File: config.mk
export PLATFORM = sky130hd
export DESIGN_NAME = spwp_port
export DESIGN_NICKNAME = d
export VERILOG_FILES = /design/src/hw/spwp_sync.v /design/src/hw/spwp_port.v
export VERILOG_INCLUDE_DIRS = /design/src /design/src/hw
export SDC_FILE = /design/constraint.sdc
export NUM_CORES = 1
export LEC_CHECK = 0
export BUFFER_PORTS_ARGS = -buffer_cell sky130_fd_sc_hd__buf_2
export CORE_MARGIN = 1
export CORE_UTILIZATION = 50
export DETAILED_ROUTE_END_ITERATION = 12
export MAX_ROUTING_LAYER = met4
export PLACE_DENSITY_LB_ADDON = 0.12
export SETUP_SLACK_MARGIN = 0.15
export SYNTH_ARGS = -nofsm -noshare
export SYNTH_HDL_FRONTEND = slang
export SYNTH_SLANG_ARGS = --single-unit
File: constraint.sdc
create_clock -name core_clk_i -period 1.8 [get_ports core_clk_i]
set_input_delay 0.27 -clock core_clk_i [delete_from_list [all_inputs] [get_ports core_clk_i]]
set_output_delay 0.27 -clock core_clk_i [all_outputs]
set_load 0.05 [all_outputs]
File: src/hw/spwp_map.vh
/*
 Constants for the serial peripheral word port: word length and
 synchroniser depth. Assumes inclusion by bare name from the design files.
*/
`ifndef SPWP_MAP_VH
`define SPWP_MAP_VH
`define SPWP_WORD_BITS 16
`define SPWP_CNT_W 5
`define SPWP_RESET_WORD 16'h0000
`define SPWP_SYNC_STAGES 2
// Idle levels of {shift clock, select, host data}: select idles high
`define SPWP_PIN_IDLE 3'h2
`endif

File: src/hw/spwp_sync.v
/*
 Two-flop level synchroniser, one per bit of a vector, each bit reset
 to its idle level. Assumes inputs are asynchronous to clk_i; output lags
 by two edges.
*/
`timescale 1ns/1ps
module spwp_sync #(
    parameter WIDTH = 3,
    parameter [WIDTH-1:0] RST_VAL = {WIDTH{1'b0}}
) (
    input wire clk_i,                // Core clock
    input wire resetn_i,             // Async reset, active low
    input wire [WIDTH-1:0] async_i,  // Asynchronous levels
    output wire [WIDTH-1:0] sync_o   // Synchronised levels
);
    genvar g;
    generate
        for (g = 0; g < WIDTH; g = g + 1)
        begin : g_bit
            reg meta_q;
            reg sync_q;
            always @(posedge clk_i or negedge resetn_i)
            begin
                if (!resetn_i)
                begin
                    // Idle level avoids a false edge after reset
                    meta_q <= RST_VAL[g];
                    sync_q <= RST_VAL[g];
                end
                else
                begin
                    meta_q <= async_i[g];
                    sync_q <= meta_q;
                end
            end
            assign sync_o[g] = sync_q;
        end
    endgenerate
endmodule // spwp_sync

File: src/hw/spwp_port.v
/*
 Serial peripheral word port, device end. The host drives the shift
 clock, chip select and host-to-device line; all are sampled by core_clk_i.
 Assumes the core clock is at least eight times the shift clock rate.
*/
// Operation
// RULE1: shift clock and host line are inputs
// RULE2: shift in and out together, one bit/period
// RULE3: launch next output bit after falling edge
// RULE4: capture host bit on rising edge
// RULE5: host waits two periods after select low
// RULE6: host frames each 16-bit word with select
// RULE7: ignore clock while deselected; restart on select
`timescale 1ns/1ps
`include "spwp_map.vh"
module spwp_port #(
    parameter WORD_BITS = `SPWP_WORD_BITS
) (
    input wire core_clk_i,                  // Core clock, 25 MHz
    input wire resetn_i,                    // Async reset, active low
    input wire serial_shift_clock_i,        // Shift clock from host
    input wire chip_select_n_i,             // Chip select, active low
    input wire host_to_dev_line_i,          // Serial data from host
    output reg dev_to_host_line_o,          // Serial data to host
    input wire [WORD_BITS-1:0] tx_word_i,   // Word returned next frame
    output reg tx_take_o,                   // Pulse: tx_word_i loaded
    output reg [WORD_BITS-1:0] rx_word_o,   // Last word received
    output reg rx_valid_o,                  // Pulse: rx_word_o new
    output reg busy_o                       // Chip select active
);
    localparam [1:0] ST_IDLE = 2'b00;   // Deselected, clock edges ignored
    localparam [1:0] ST_SHIFT = 2'b01;  // Word in progress
    localparam [1:0] ST_FULL = 2'b10;   // Word complete, extra edges dropped

    wire [2:0] pins_s;
    wire sck_s;
    wire cs_n_s;
    wire simo_s;
    wire sck_rise;
    wire sck_fall;
    wire cs_fall;
    wire rx_shift_en;
    wire tx_shift_en;
    wire last_bit;
    reg sck_q;
    reg cs_n_q;
    reg [1:0] state_q;
    reg [1:0] state_d;
    reg [`SPWP_CNT_W-1:0] cnt_q;
    reg [`SPWP_CNT_W-1:0] cnt_d;
    reg [WORD_BITS-1:0] rx_sh_q;
    reg [WORD_BITS-1:0] rx_sh_d;
    reg [WORD_BITS-1:0] tx_sh_q;
    reg [WORD_BITS-1:0] tx_sh_d;
    reg line_d;

    // All host pins cross through two flops before use; idle levels
    // preload the flops so release of reset shows no false select edge
    spwp_sync #(
        .WIDTH(3),
        .RST_VAL(`SPWP_PIN_IDLE)
    ) u_sync (
        .clk_i(core_clk_i),
        .resetn_i(resetn_i),
        .async_i({serial_shift_clock_i, chip_select_n_i, host_to_dev_line_i}), // see RULE1
        .sync_o(pins_s)
    );

    assign sck_s = pins_s[2];
    assign cs_n_s = pins_s[1];
    assign simo_s = pins_s[0];
    assign sck_rise = sck_s & ~sck_q;
    assign sck_fall = ~sck_s & sck_q;
    assign cs_fall = ~cs_n_s & cs_n_q;
    // Shifting only while selected and inside the current word
    assign rx_shift_en = (state_q == ST_SHIFT) & ~cs_n_s & sck_rise; // see RULE7
    assign tx_shift_en = (state_q == ST_SHIFT) & ~cs_n_s & sck_fall & (cnt_q != 5'h00);
    assign last_bit = (cnt_q == WORD_BITS - 1);

    // Previous synchronised levels for edge detection
    always @(posedge core_clk_i or negedge resetn_i)
    begin
        if (!resetn_i)
        begin
            sck_q <= 1'b0;
            cs_n_q <= 1'b1;
        end
        else
        begin
            sck_q <= sck_s;
            cs_n_q <= cs_n_s;
        end
    end

    // Frame state: select low opens a word, the last rising edge closes it
    always @*
    begin
        state_d = state_q;
        if (cs_n_s)
        begin
            state_d = ST_IDLE; // see RULE7
        end
        else
        begin
            case (state_q)
                ST_IDLE:
                begin
                    if (cs_fall)
                    begin
                        state_d = ST_SHIFT;
                    end
                end
                ST_SHIFT:
                begin
                    if (sck_rise && last_bit)
                    begin
                        // Clocks past one word are dropped until reselect
                        state_d = ST_FULL; // see RULE6
                    end
                end
                ST_FULL:
                begin
                    state_d = ST_FULL;
                end
                default:
                begin
                    state_d = ST_IDLE;
                end
            endcase
        end
    end

    always @*
    begin
        cnt_d = cnt_q;
        if (cs_fall)
        begin
            cnt_d = 5'h00; // see RULE7
        end
        else if (rx_shift_en)
        begin
            cnt_d = cnt_q + 5'h01; // see RULE2
        end
    end

    always @*
    begin
        rx_sh_d = rx_sh_q;
        if (rx_shift_en)
        begin
            rx_sh_d = {rx_sh_q[WORD_BITS-2:0], simo_s}; // see RULE4
        end
    end

    // The host's two-period lead leaves time to present the first bit
    always @*
    begin
        tx_sh_d = tx_sh_q;
        line_d = dev_to_host_line_o;
        if (cs_fall)
        begin
            tx_sh_d = tx_word_i; // see RULE5
            line_d = tx_word_i[WORD_BITS-1];
        end
        else if (tx_shift_en)
        begin
            tx_sh_d = {tx_sh_q[WORD_BITS-2:0], 1'b0};
            line_d = tx_sh_q[WORD_BITS-2]; // see RULE3
        end
    end

    always @(posedge core_clk_i or negedge resetn_i)
    begin
        if (!resetn_i)
        begin
            state_q <= ST_IDLE;
            cnt_q <= 5'h00;
        end
        else
        begin
            state_q <= state_d;
            cnt_q <= cnt_d;
        end
    end

    // Word output only changes on a completed word, so partial words vanish
    always @(posedge core_clk_i or negedge resetn_i)
    begin
        if (!resetn_i)
        begin
            rx_sh_q <= `SPWP_RESET_WORD;
            rx_word_o <= `SPWP_RESET_WORD;
            rx_valid_o <= 1'b0;
        end
        else
        begin
            rx_sh_q <= rx_sh_d;
            rx_valid_o <= rx_shift_en & last_bit;
            if (rx_shift_en && last_bit)
            begin
                rx_word_o <= rx_sh_d; // see RULE6
            end
        end
    end

    always @(posedge core_clk_i or negedge resetn_i)
    begin
        if (!resetn_i)
        begin
            tx_sh_q <= `SPWP_RESET_WORD;
            dev_to_host_line_o <= 1'b0;
            tx_take_o <= 1'b0;
        end
        else
        begin
            tx_sh_q <= tx_sh_d;
            dev_to_host_line_o <= line_d; // see RULE2
            tx_take_o <= cs_fall;
        end
    end

    always @(posedge core_clk_i or negedge resetn_i)
    begin
        if (!resetn_i)
        begin
            busy_o <= 1'b0;
        end
        else
        begin
            busy_o <= ~cs_n_s;
        end
    end
endmodule // spwp_port

==> impl_metrics.yaml, run 1 <==
synth:
  yosysTopAreaCell: "dfrtp_1"
  syn_nets: 281
  synthFlopType: "dfrtp_1"
  yosys-top-cells-area: "dfrtp_1 56%, nand2_1 8.8%, o211ai_1 3.8%, mux2_1 3.7%, nand4_1 3.2%"
  ys_seq_area_share_pct: 59.1
  synth_top_area_share_pct: 56.3
  yosysUniqueCellTypes: 32
  ys.warnings.count: 0
  synthCells: 255
  synth_common_cells: "65 x nand2_1, 62 x dfrtp_1, 16 x nand3_1"
  yosysMostFrequentCell: "nand2_1"
  synthArstFlopShare_pct: 100
  avgSynthCellArea_um2: 10.8
  synth_edf_count: 0
  ys_ff_latch: 65
  synth_area_um2: 2760
drt:
  drt_iter0_drc: 118
  wl_um: 5360
  drtPass1Iterations: 4
  vias: 2050
  drc: 0
  viasPerCell: 5.45
  routedWlPerCell_um: 14.2
  ant_nets: 0
layout:
  synthToLayoutAreaGrowth_pct: 21.4
  final_nets: 327
  postLayoutCellArea_um2: 3350
  final_core_util_pct: 64.3
  diodes: 0
  drive_above_1_share_pct: 28.8
critical_path:
  crit_slowest_cell: "dfrtp_1"
  r2r-end: "rx_word_o[1]$_DFFE_PN0P_"
  crit_arrival_ns: 1.84
  worst_setup_path_start_kind: "register"
  critical_path_class: "reg2reg"
  startpoint: "cnt_q[1]$_DFFE_PN0P_"
  slowest_delay_ns: 0.41
  cp_cell_sequence: "ha_2, and3_4, ha_4, nand2_2, buf_12, mux2_2"
  r2r-start: "cnt_q[1]$_DFFE_PN0P_"
  reg2reg_depth: 6
  cp-end-kind: "register"
  r2r_setup_slack_ns: 0.18
  required_ns: 2.02
  cp_max_fo: 17
floorplanning:
  core.rowCount: 26
  dieHeight_um: 76.3
  ios: 41
  core_um2: 5200
  design.die.area_um2: 5820
  die_w_um: 76.3
  initial_core_util_pct: 53.0
clock_tree:
  root_buffer: "clkbuf_8"
  post_cts.repair.setup_buffers: 0
  clkSinkCount: 65
  cts_tree: "done"
  clk_pin_slew_ns: 0.06
  cts.htree.levels: 3
  clockBufferDepth: 2
  clock_latency_ns: 0.34
  cts_buffers: 9
pwr:
  comb_power_share_pct: 15.8
  clkPwrFrac_pct: 36.1
  p_switching_uw: 919
  sw_frac_of_total_pct: 26.3
  p_leak_uw: 0.00170
  power.internal_uw: 2580
  power_frac_seq_pct: 48.0
  vdd_ir_drop_max_mv: 0.678
  pwr_density_cell_nw_per_um2: 1040
  p_total_uw: 3500
sta:
  min_period_ns: 1.62
  worst_slew_pin_slew_ns: 0.705
  slew_headroom_pct: 52.9
  final-setup-viol-count: 0
  fmax_mhz: 617
  fin_setup_tns_ns: 0
  rsz0062_at_grt: "true"
  maxSlewViolCount: 0
  hold_viol: 0
  fin_crit_sh_pct: 90.0
  finClkSkew_ns: 0.00802
global_routing:
  grt_pass1_vias: 2040
  grt_max_degree: 66
  antenna_found_initial: 0
  grt_usage_pct: 21.0
  grt.overflow.total: 0
  grt_pass1_wl_um: 9250
status:
  outcome: "completed"
placed_design:
  io_buffers: 40
  gp_congestion: 0.757
  dpl-instance-area_um2: 3060
  post-dp-hpwl_um: 3220
job:
  maxCapViolations: 0
worst_hold_path:
  worst_hold_path_type: "in2reg"
  min-delay-start: "chip_select_n_i"
  whs_endpoint: "u_sync.g_bit[1].meta_q$_DFF_PN1_"
  whs_path_depth: 1
[routing by layer]
metal | part of all wire [%] | track usage (%) | wire length [µm] | vias up
met2 | 50 | 32.9 | 2690 | 65
met1 | 42 | 25.0 | 2250 | 994
met3 | 5.2 | 4.55 | 277 | 16
li1 | - | - | - | 975
met5 | 0 | - | 0 | -
met4 | 2.7 | 12.7 | 143 | 0
[flip-flops by register name, indices dropped and copies added (netlist names), 2 cells and up]
signal	count
state_q	2
rx_word_o	16
cnt_q	5
u_sync.g_bit.meta_q	3
u_sync.g_bit.sync_q	3
rx_sh_q	15
tx_sh_q	15
[worst max path at each step]
stage / depth (start not counted) / endpoint / slack (ns)
after floorplan: 6 / rx_word_o[10]$_DFFE_PN0P_ / 0.16
after global placement: 6 / state_q[1]$_DFFE_PN0P_ / 0.17
after detailed placement: 6 / rx_word_o[1]$_DFFE_PN0P_ / 0.14
after CTS: 6 / rx_word_o[15]$_DFFE_PN0P_ / 0.13
after global routing: 6 / state_q[1]$_DFFE_PN0P_ / 0.12
final: 6 / rx_word_o[1]$_DFFE_PN0P_ / 0.18
[what timing repair did]
item                       in CTS  in global routing
hold buffers                    1                  0
resized for setup               4                 12
cloned                          0                  1
setup endpoints to repair      15                 35
pin swaps                       0                 10
hold endpoints to repair       62                  0
[placed cells by master, fill, tap and decap left out, types with 7 or more instances in the layout]
cell type	synthesis	layout
dfrtp_1	62	62
mux2_2	7	7
o211ai_1	14	14
clkbuf_8	0	12
inv_1	11	9
nand4_1	14	14
mux2_1	9	9
buf_2	8	40
nand2_1	65	65
nand3_1	16	16
[worst max-delay path: cells and delay by family (launching register included)]
family	cells	cell delay, ns
adder cells (fa/ha/maj)	2	0.36
buffers and inverters	1	0.15
flip-flops	1	0.41
multiplexers	1	0.34
AND/OR/NAND/NOR	2	0.23
[power groups by stage]
stage,Combinational (µW),Clock [µW],Sequential (µW)
after global placement,466,0,1690
after detailed placement,480,0,1690
final,554,1260,1680
after global routing,620,1360,1700
after floorplan,325,0,1690
after CTS,498,1300,1670
[layout make-up]
type	count	area, µm²
clock buffers	14	173
clock inverters	2	35.0
fillers	428	1860
inverters	11	41.3
multi-input cells	163	1060
flip-flops and latches	65	1630
well taps	70	87.6
repair buffers	51	318
[kinds of logic (layout without fill, tap and decap cells)]
family / Yosys count / in the layout / synth area share [%]
AO/OA/AOI/OAI: 29 / 29 / 7.03
multiplexers: 16 / 16 / 6.53
flip-flops: 65 / 65 / 59.1
AND/OR/NAND/NOR: 113 / 113 / 20.6
buffers and inverters: 27 / 78 / 4.45
adder cells (fa/ha/maj): 5 / 5 / 2.27
[through the flow]
stage	hold WS (ns)	worst slack, ns	std cells
after floorplan	-0.0256	0.159	255
after global placement	0.317	0.170	358
after detailed placement	0.314	0.138	358
after CTS	0.0167	0.127	375
after global routing	0.0131	0.122	376
final	0.0361	0.179	376
Note: power is estimated with default switching activity, not from simulation.
==> run 2, diff against run 1 <==
Settings changed: ABC_CLOCK_PERIOD_IN_PS set to 1800, PLACE_DENSITY set to 0.77, PLACE_DENSITY_LB_ADDON 0.12 to not set.
==> run 2 against run 1 <==
Clock skew is 0.0011 ns lower; first-iteration DRC count is 5.9% lower; die area stayed put; critical path depth stayed put; register-to-register slack hardly changed; clock power is 4% higher; sequential share of layout area is 0.72 points lower; clock-buffer cell count is 4 lower; critical endpoint is now tx_sh_q[2]$_DFFE_PN0P_; largest power group unchanged.
==> impl_metrics.yaml, run 2 (synthesis results as in run 1) <==
clock_tree:
  cts_tree: "done"
  cts.htree.levels: 3
  clock_latency_ns: 0.33
  clk_pin_slew_ns: 0.07
  cts_buffers: 9
  root_buffer: "clkbuf_8"
  clockBufferDepth: 2
  clkSinkCount: 65
pwr:
  clkPwrFrac_pct: 36.4
  p_switching_uw: 956
  pwr_density_cell_nw_per_um2: 1060
  sw_frac_of_total_pct: 26.5
  power_frac_seq_pct: 46.5
  comb_power_share_pct: 17.1
  vdd_ir_drop_max_mv: 0.736
  p_total_uw: 3600
  power.internal_uw: 2650
  p_leak_uw: 0.00173
layout:
  layoutNonFillerInstCount: 380
  largest_reg_flops: 16
  multiInputGateArea_um2: 1060
  synthToLayoutAreaGrowth_pct: 23.2
  regMostFlops: "rx_word_o"
  final_nets: 331
  fill_cells: 421
  reg_top3: "rx_word_o: 16 flops, rx_sh_q: 15 flops, tx_sh_q: 15 flops"
  drive_above_1_share_pct: 30.3
  area.sequential_um2: 1630
  final_common_cell: "nand2_1"
  mostFrequentLayoutCells: "65 x nand2_1, 62 x dfrtp_1, 40 x buf_2"
  diodes: 0
drt:
  routedWlPerCell_um: 13.9
  viasPerCell: 5.31
  wl_met2_um: 2560
  drc: 0
  vias: 2016
  met3_length_um: 208
  wl_um: 5280
  top_layer: "met4"
  drtPass1Iterations: 4
  drt_iter0_drc: 111
  wl_met1_um: 2410
  ant_nets: 0
status:
  outcome: "completed"
sta:
  worst_slew_pin_slew_ns: 0.674
  rsz0062_at_grt: "true"
  fin_crit_sh_pct: 90.3
  min_period_ns: 1.63
  hold_viol: 0
  maxSlewViolCount: 0
  slew_headroom_pct: 55.0
  fin_setup_tns_ns: 0
  fmax_mhz: 615
  final-setup-viol-count: 0
  finClkSkew_ns: 0.00696
critical_path:
  required_ns: 2.01
  cp-end-kind: "register"
  crit_arrival_ns: 1.84
  cp_max_fo: 7
  critical_path_class: "reg2reg"
  worst_setup_path_start_kind: "register"
global_routing:
  grt_pass1_vias: 2082
  antenna_found_initial: 0
  grt_pass1_wl_um: 9010
  grt_usage_pct: 20.3
  grt.overflow.total: 0
  grt_max_degree: 66
floorplanning:
  die_w_um: 76.3
  ios: 41
  core_um2: 5200
  core.rowCount: 26
  design.die.area_um2: 5820
  initial_core_util_pct: 53.0
  dieHeight_um: 76.3
worst_hold_path:
  worst_hold_path_type: "in2reg"
job:
  maxCapViolations: 0
placed_design:
  dp_cells: 359
  post-dp-hpwl_um: 3210
  gp_congestion: 0.753
  io_buffers: 40
-- run 2: metrics by stage --
step | utilization (%) | setup slack [ns] | instance area [µm²] | hold slack (ns)
4_1_cts | 63.3 | 0.0792 | 3290 | 0.00882
3_5_place_dp | 59.0 | 0.0764 | 3070 | 0.311
5_1_grt | 65.3 | 0.113 | 3400 | 0.0189
3_3_place_gp | 59.0 | 0.150 | 3070 | 0.314
2_1_floorplan | - | 0.159 | 2770 | -0.0256
6_report | 65.3 | 0.175 | 3400 | 0.0284
-- run 2: cell type report --
class	count	share of cell area [%]
clock buffers	10	3.76
clock inverters	6	2.43
inverters	11	1.22
multi-input cells	163	31.1
flip-flops and latches	65	48.0
well taps	70	2.58
repair buffers	55	10.9
-- run 2: repair_timing --
| action | in CTS | in global routing |
|---|---|---|
| hold endpoints to repair | 62 | 0 |
| setup endpoints to repair | 19 | 41 |
| cloned | 0 | 1 |
| gates resized for setup | 2 | 13 |
| pin swaps | 0 | 30 |
| setup buffers | 0 | 3 |
| hold buffers | 1 | 0 |
-- run 2: power by group through the flow --
| stage | sequential [µW] | clock [µW] | combinational (µW) |
|---|---|---|---|
| after detailed placement | 1690 | 0 | 477 |
| after floorplan | 1690 | 0 | 325 |
| after CTS | 1670 | 1350 | 497 |
| final | 1670 | 1310 | 618 |
| after global routing | 1690 | 1400 | 681 |
| after global placement | 1690 | 0 | 460 |
-- run 2: path summary, 6_finish.rpt --
kind / from / endpoint / slack [ns] / cells past startpoint
hold reg to reg: u_sync.g_bit[0].meta_q$_DFF_PN0_ / u_sync.g_bit[0].sync_q$_DFF_PN0_ / 0.36 / 0
hold / removal: chip_select_n_i / u_sync.g_bit[1].meta_q$_DFF_PN1_ / 0.03 / 1
setup reg to reg: cnt_q[1]$_DFFE_PN0P_ / tx_sh_q[2]$_DFFE_PN0P_ / 0.17 / 6
setup / recovery: cnt_q[1]$_DFFE_PN0P_ / tx_sh_q[2]$_DFFE_PN0P_ / 0.17 / 6
min in group asynchronous: resetn_i / busy_o$_DFF_PN0_ / 0.46 / 3
max in group asynchronous: resetn_i / u_sync.g_bit[1].sync_q$_DFF_PN1_ / 1.02 / 3
-- run 2: worst max-delay path, cell delays in order, from the launching register on --
cell and delay [ns]:
dfrtp_1 0.41, inv_1 0.07, ha_2 0.18, or4b_4 0.50
clkbuf_16 0.18, nand4_1 0.07, nand3_1 0.08
-- run 2: routing by layer --
layer / vias to the layer above / track usage (%)
met5: - / -
met4: 0 / 10.8
met3: 8 / 4.31
met2: 48 / 33.1
met1: 977 / 23.7
li1: 983 / -
==> run 3, diff against run 2 <==
Settings changed: REMOVE_ABC_BUFFERS set to 1.
==> run 3 against run 2 <==
Clock-buffer cell count increased by 1; wire length increased by 17%; sequential cell count unchanged; global-route usage increased by 3.2 points; critical endpoint is now state_q[1]$_DFFE_PN0P_.
==> impl_metrics.yaml, run 3 (synthesis results as in run 1) <==
critical_path:
  worst_setup_path_start_kind: "register"
  reg2reg_depth: 6
  critical_path_class: "reg2reg"
  cp_cell_sequence: "ha_2, and3_4, ha_4, nand3b_1, and3_1, a211o_1"
  crit_arrival_ns: 1.89
  endpoint: "state_q[1]$_DFFE_PN0P_"
  required_ns: 2.03
  slowest_delay_ns: 0.38
  r2r-start: "cnt_q[0]$_DFFE_PN0P_"
  cp_max_fo: 3
  startpoint: "cnt_q[0]$_DFFE_PN0P_"
  cp-end-kind: "register"
  r2r_setup_slack_ns: 0.14
  crit_slowest_cell: "dfrtp_1"
  r2r-end: "state_q[1]$_DFFE_PN0P_"
clock_tree:
  cts_buffers: 9
  cts.htree.levels: 3
  clk_pin_slew_ns: 0.07
  cts_tree: "done"
  clockBufferDepth: 2
  root_buffer: "clkbuf_8"
  clkSinkCount: 65
  clock_latency_ns: 0.35
drt:
  drc: 0
  vias: 2180
  drtPass1Iterations: 4
  ant_nets: 0
  wl_um: 6180
  routedWlPerCell_um: 16.0
  drt_iter0_drc: 77
  viasPerCell: 5.63
pwr:
  vdd_ir_drop_max_mv: 0.808
  p_leak_uw: 0.00184
  pwr_density_cell_nw_per_um2: 968
layout:
  diodes: 0
  reg_top3: "rx_word_o: 16 flops, rx_sh_q: 15 flops, tx_sh_q: 15 flops"
  area.sequential_um2: 1630
  fill_cells: 395
  multiInputGateArea_um2: 1120
  layoutNonFillerInstCount: 387
  synthToLayoutAreaGrowth_pct: 28.6
  final_nets: 339
  drive_above_1_share_pct: 34.4
  regMostFlops: "rx_word_o"
  final_common_cell: "nand2_1"
  final_core_util_pct: 68.1
  mostFrequentLayoutCells: "65 x nand2_1, 62 x dfrtp_1, 40 x buf_2"
  largest_reg_flops: 16
  postLayoutCellArea_um2: 3550
global_routing:
  grt.overflow.total: 0
  grt_pass1_vias: 2065
  busiest_layer: "met2"
  antenna_found_initial: 0
  grtUsageMet3_pct: 7.90
  met1_usage_pct: 27.9
  grt_max_degree: 66
  gr-usage-met2_pct: 37.4
  grt_usage_pct: 23.5
  grt_pass1_wl_um: 10100
worst_hold_path:
  worst_hold_path_type: "in2reg"
placed_design:
  dp_cells: 357
  post-dp-hpwl_um: 3230
  io_buffers: 40
  gp_congestion: 0.777
  dpl-instance-area_um2: 3050
floorplanning:
  core_um2: 5200
  design.die.area_um2: 5820
  die_w_um: 76.3
  core.rowCount: 26
  ios: 41
  initial_core_util_pct: 53.0
  dieHeight_um: 76.3
sta:
  min_period_ns: 1.66
  fin_crit_sh_pct: 92.0
  worst_slew_pin_slew_ns: 0.672
  maxSlewViolCount: 0
  slew_headroom_pct: 55.1
  fmax_mhz: 604
  finClkSkew_ns: 0.0168
  rsz0062_at_grt: "true"
  final-setup-viol-count: 0
  hold_viol: 0
job:
  maxCapViolations: 0
status:
  outcome: "completed"
==> run 3: metrics by stage <==
stage | setup TNS (ns) | worst slack, ns | hold slack [ns] | total power, µW
global placement | 0 | 0.141 | 0.313 | 2140
floorplan | -2.53 | -0.148 | -0.0256 | 1980
CTS | 0 | 0.119 | 0.0188 | 3340
finish | 0 | 0.145 | 0.0310 | 3430
global route | 0 | 0.0835 | 0.0126 | 3600
detailed placement | 0 | 0.0881 | 0.314 | 2170
==> run 3: layout make-up <==
type / count / share of cell area [%]
sequential: 65 / 46.0
multi-input combinational: 163 / 31.7
timing repair buffer: 63 / 13.7
clock buffer: 11 / 4.27
tap: 70 / 2.47
inverter: 11 / 1.16
clock inverter: 4 / 0.811
==> run 3: how the worst min path moves through the flow <==
stage,slack (ns),start,depth (start not counted),endpoint
floorplan,-0.03,resetn_i,0,busy_o$_DFF_PN0_
global placement,0.31,resetn_i,2,dev_to_host_line_o$_DFFE_PN0P_
detailed placement,0.31,resetn_i,2,dev_to_host_line_o$_DFFE_PN0P_
CTS,0.02,chip_select_n_i,1,u_sync.g_bit[1].meta_q$_DFF_PN1_
global route,0.01,chip_select_n_i,1,u_sync.g_bit[1].meta_q$_DFF_PN1_
finish,0.03,chip_select_n_i,1,u_sync.g_bit[1].meta_q$_DFF_PN1_
==> run 3: critical path: cells and delay by family (launching register included) <==
family / cells / cell delay, ns
compound gates: 1 / 0.29
fa+ha+maj: 2 / 0.33
flops: 1 / 0.38
simple gates: 3 / 0.54
==> run 3: timing repair <==
action                                 in CTS  in global routing
endpoints found under the hold margin      62                  0
resized for setup                          26                 13
hold buffers                                1                  0
gates cloned                                2                  1
setup buffers                               5                  6
setup endpoints to repair                  17                 34
pin swaps                                   3                 19
==> run 3: routing by layer <==
layer	wire length, µm	vias up
li1	-	998
met4	84	0
met3	383	9
met5	0	-
met1	2630	1079
met2	3080	94
==> run 3: report_power, final <==
| part | total (µW) | switching (µW) | internal, µW |
|---|---|---|---|
| sequential | 1680 | 96.1 | 1580 |
| clock | 1120 | 557 | 566 |
| combinational | 631 | 336 | 295 |
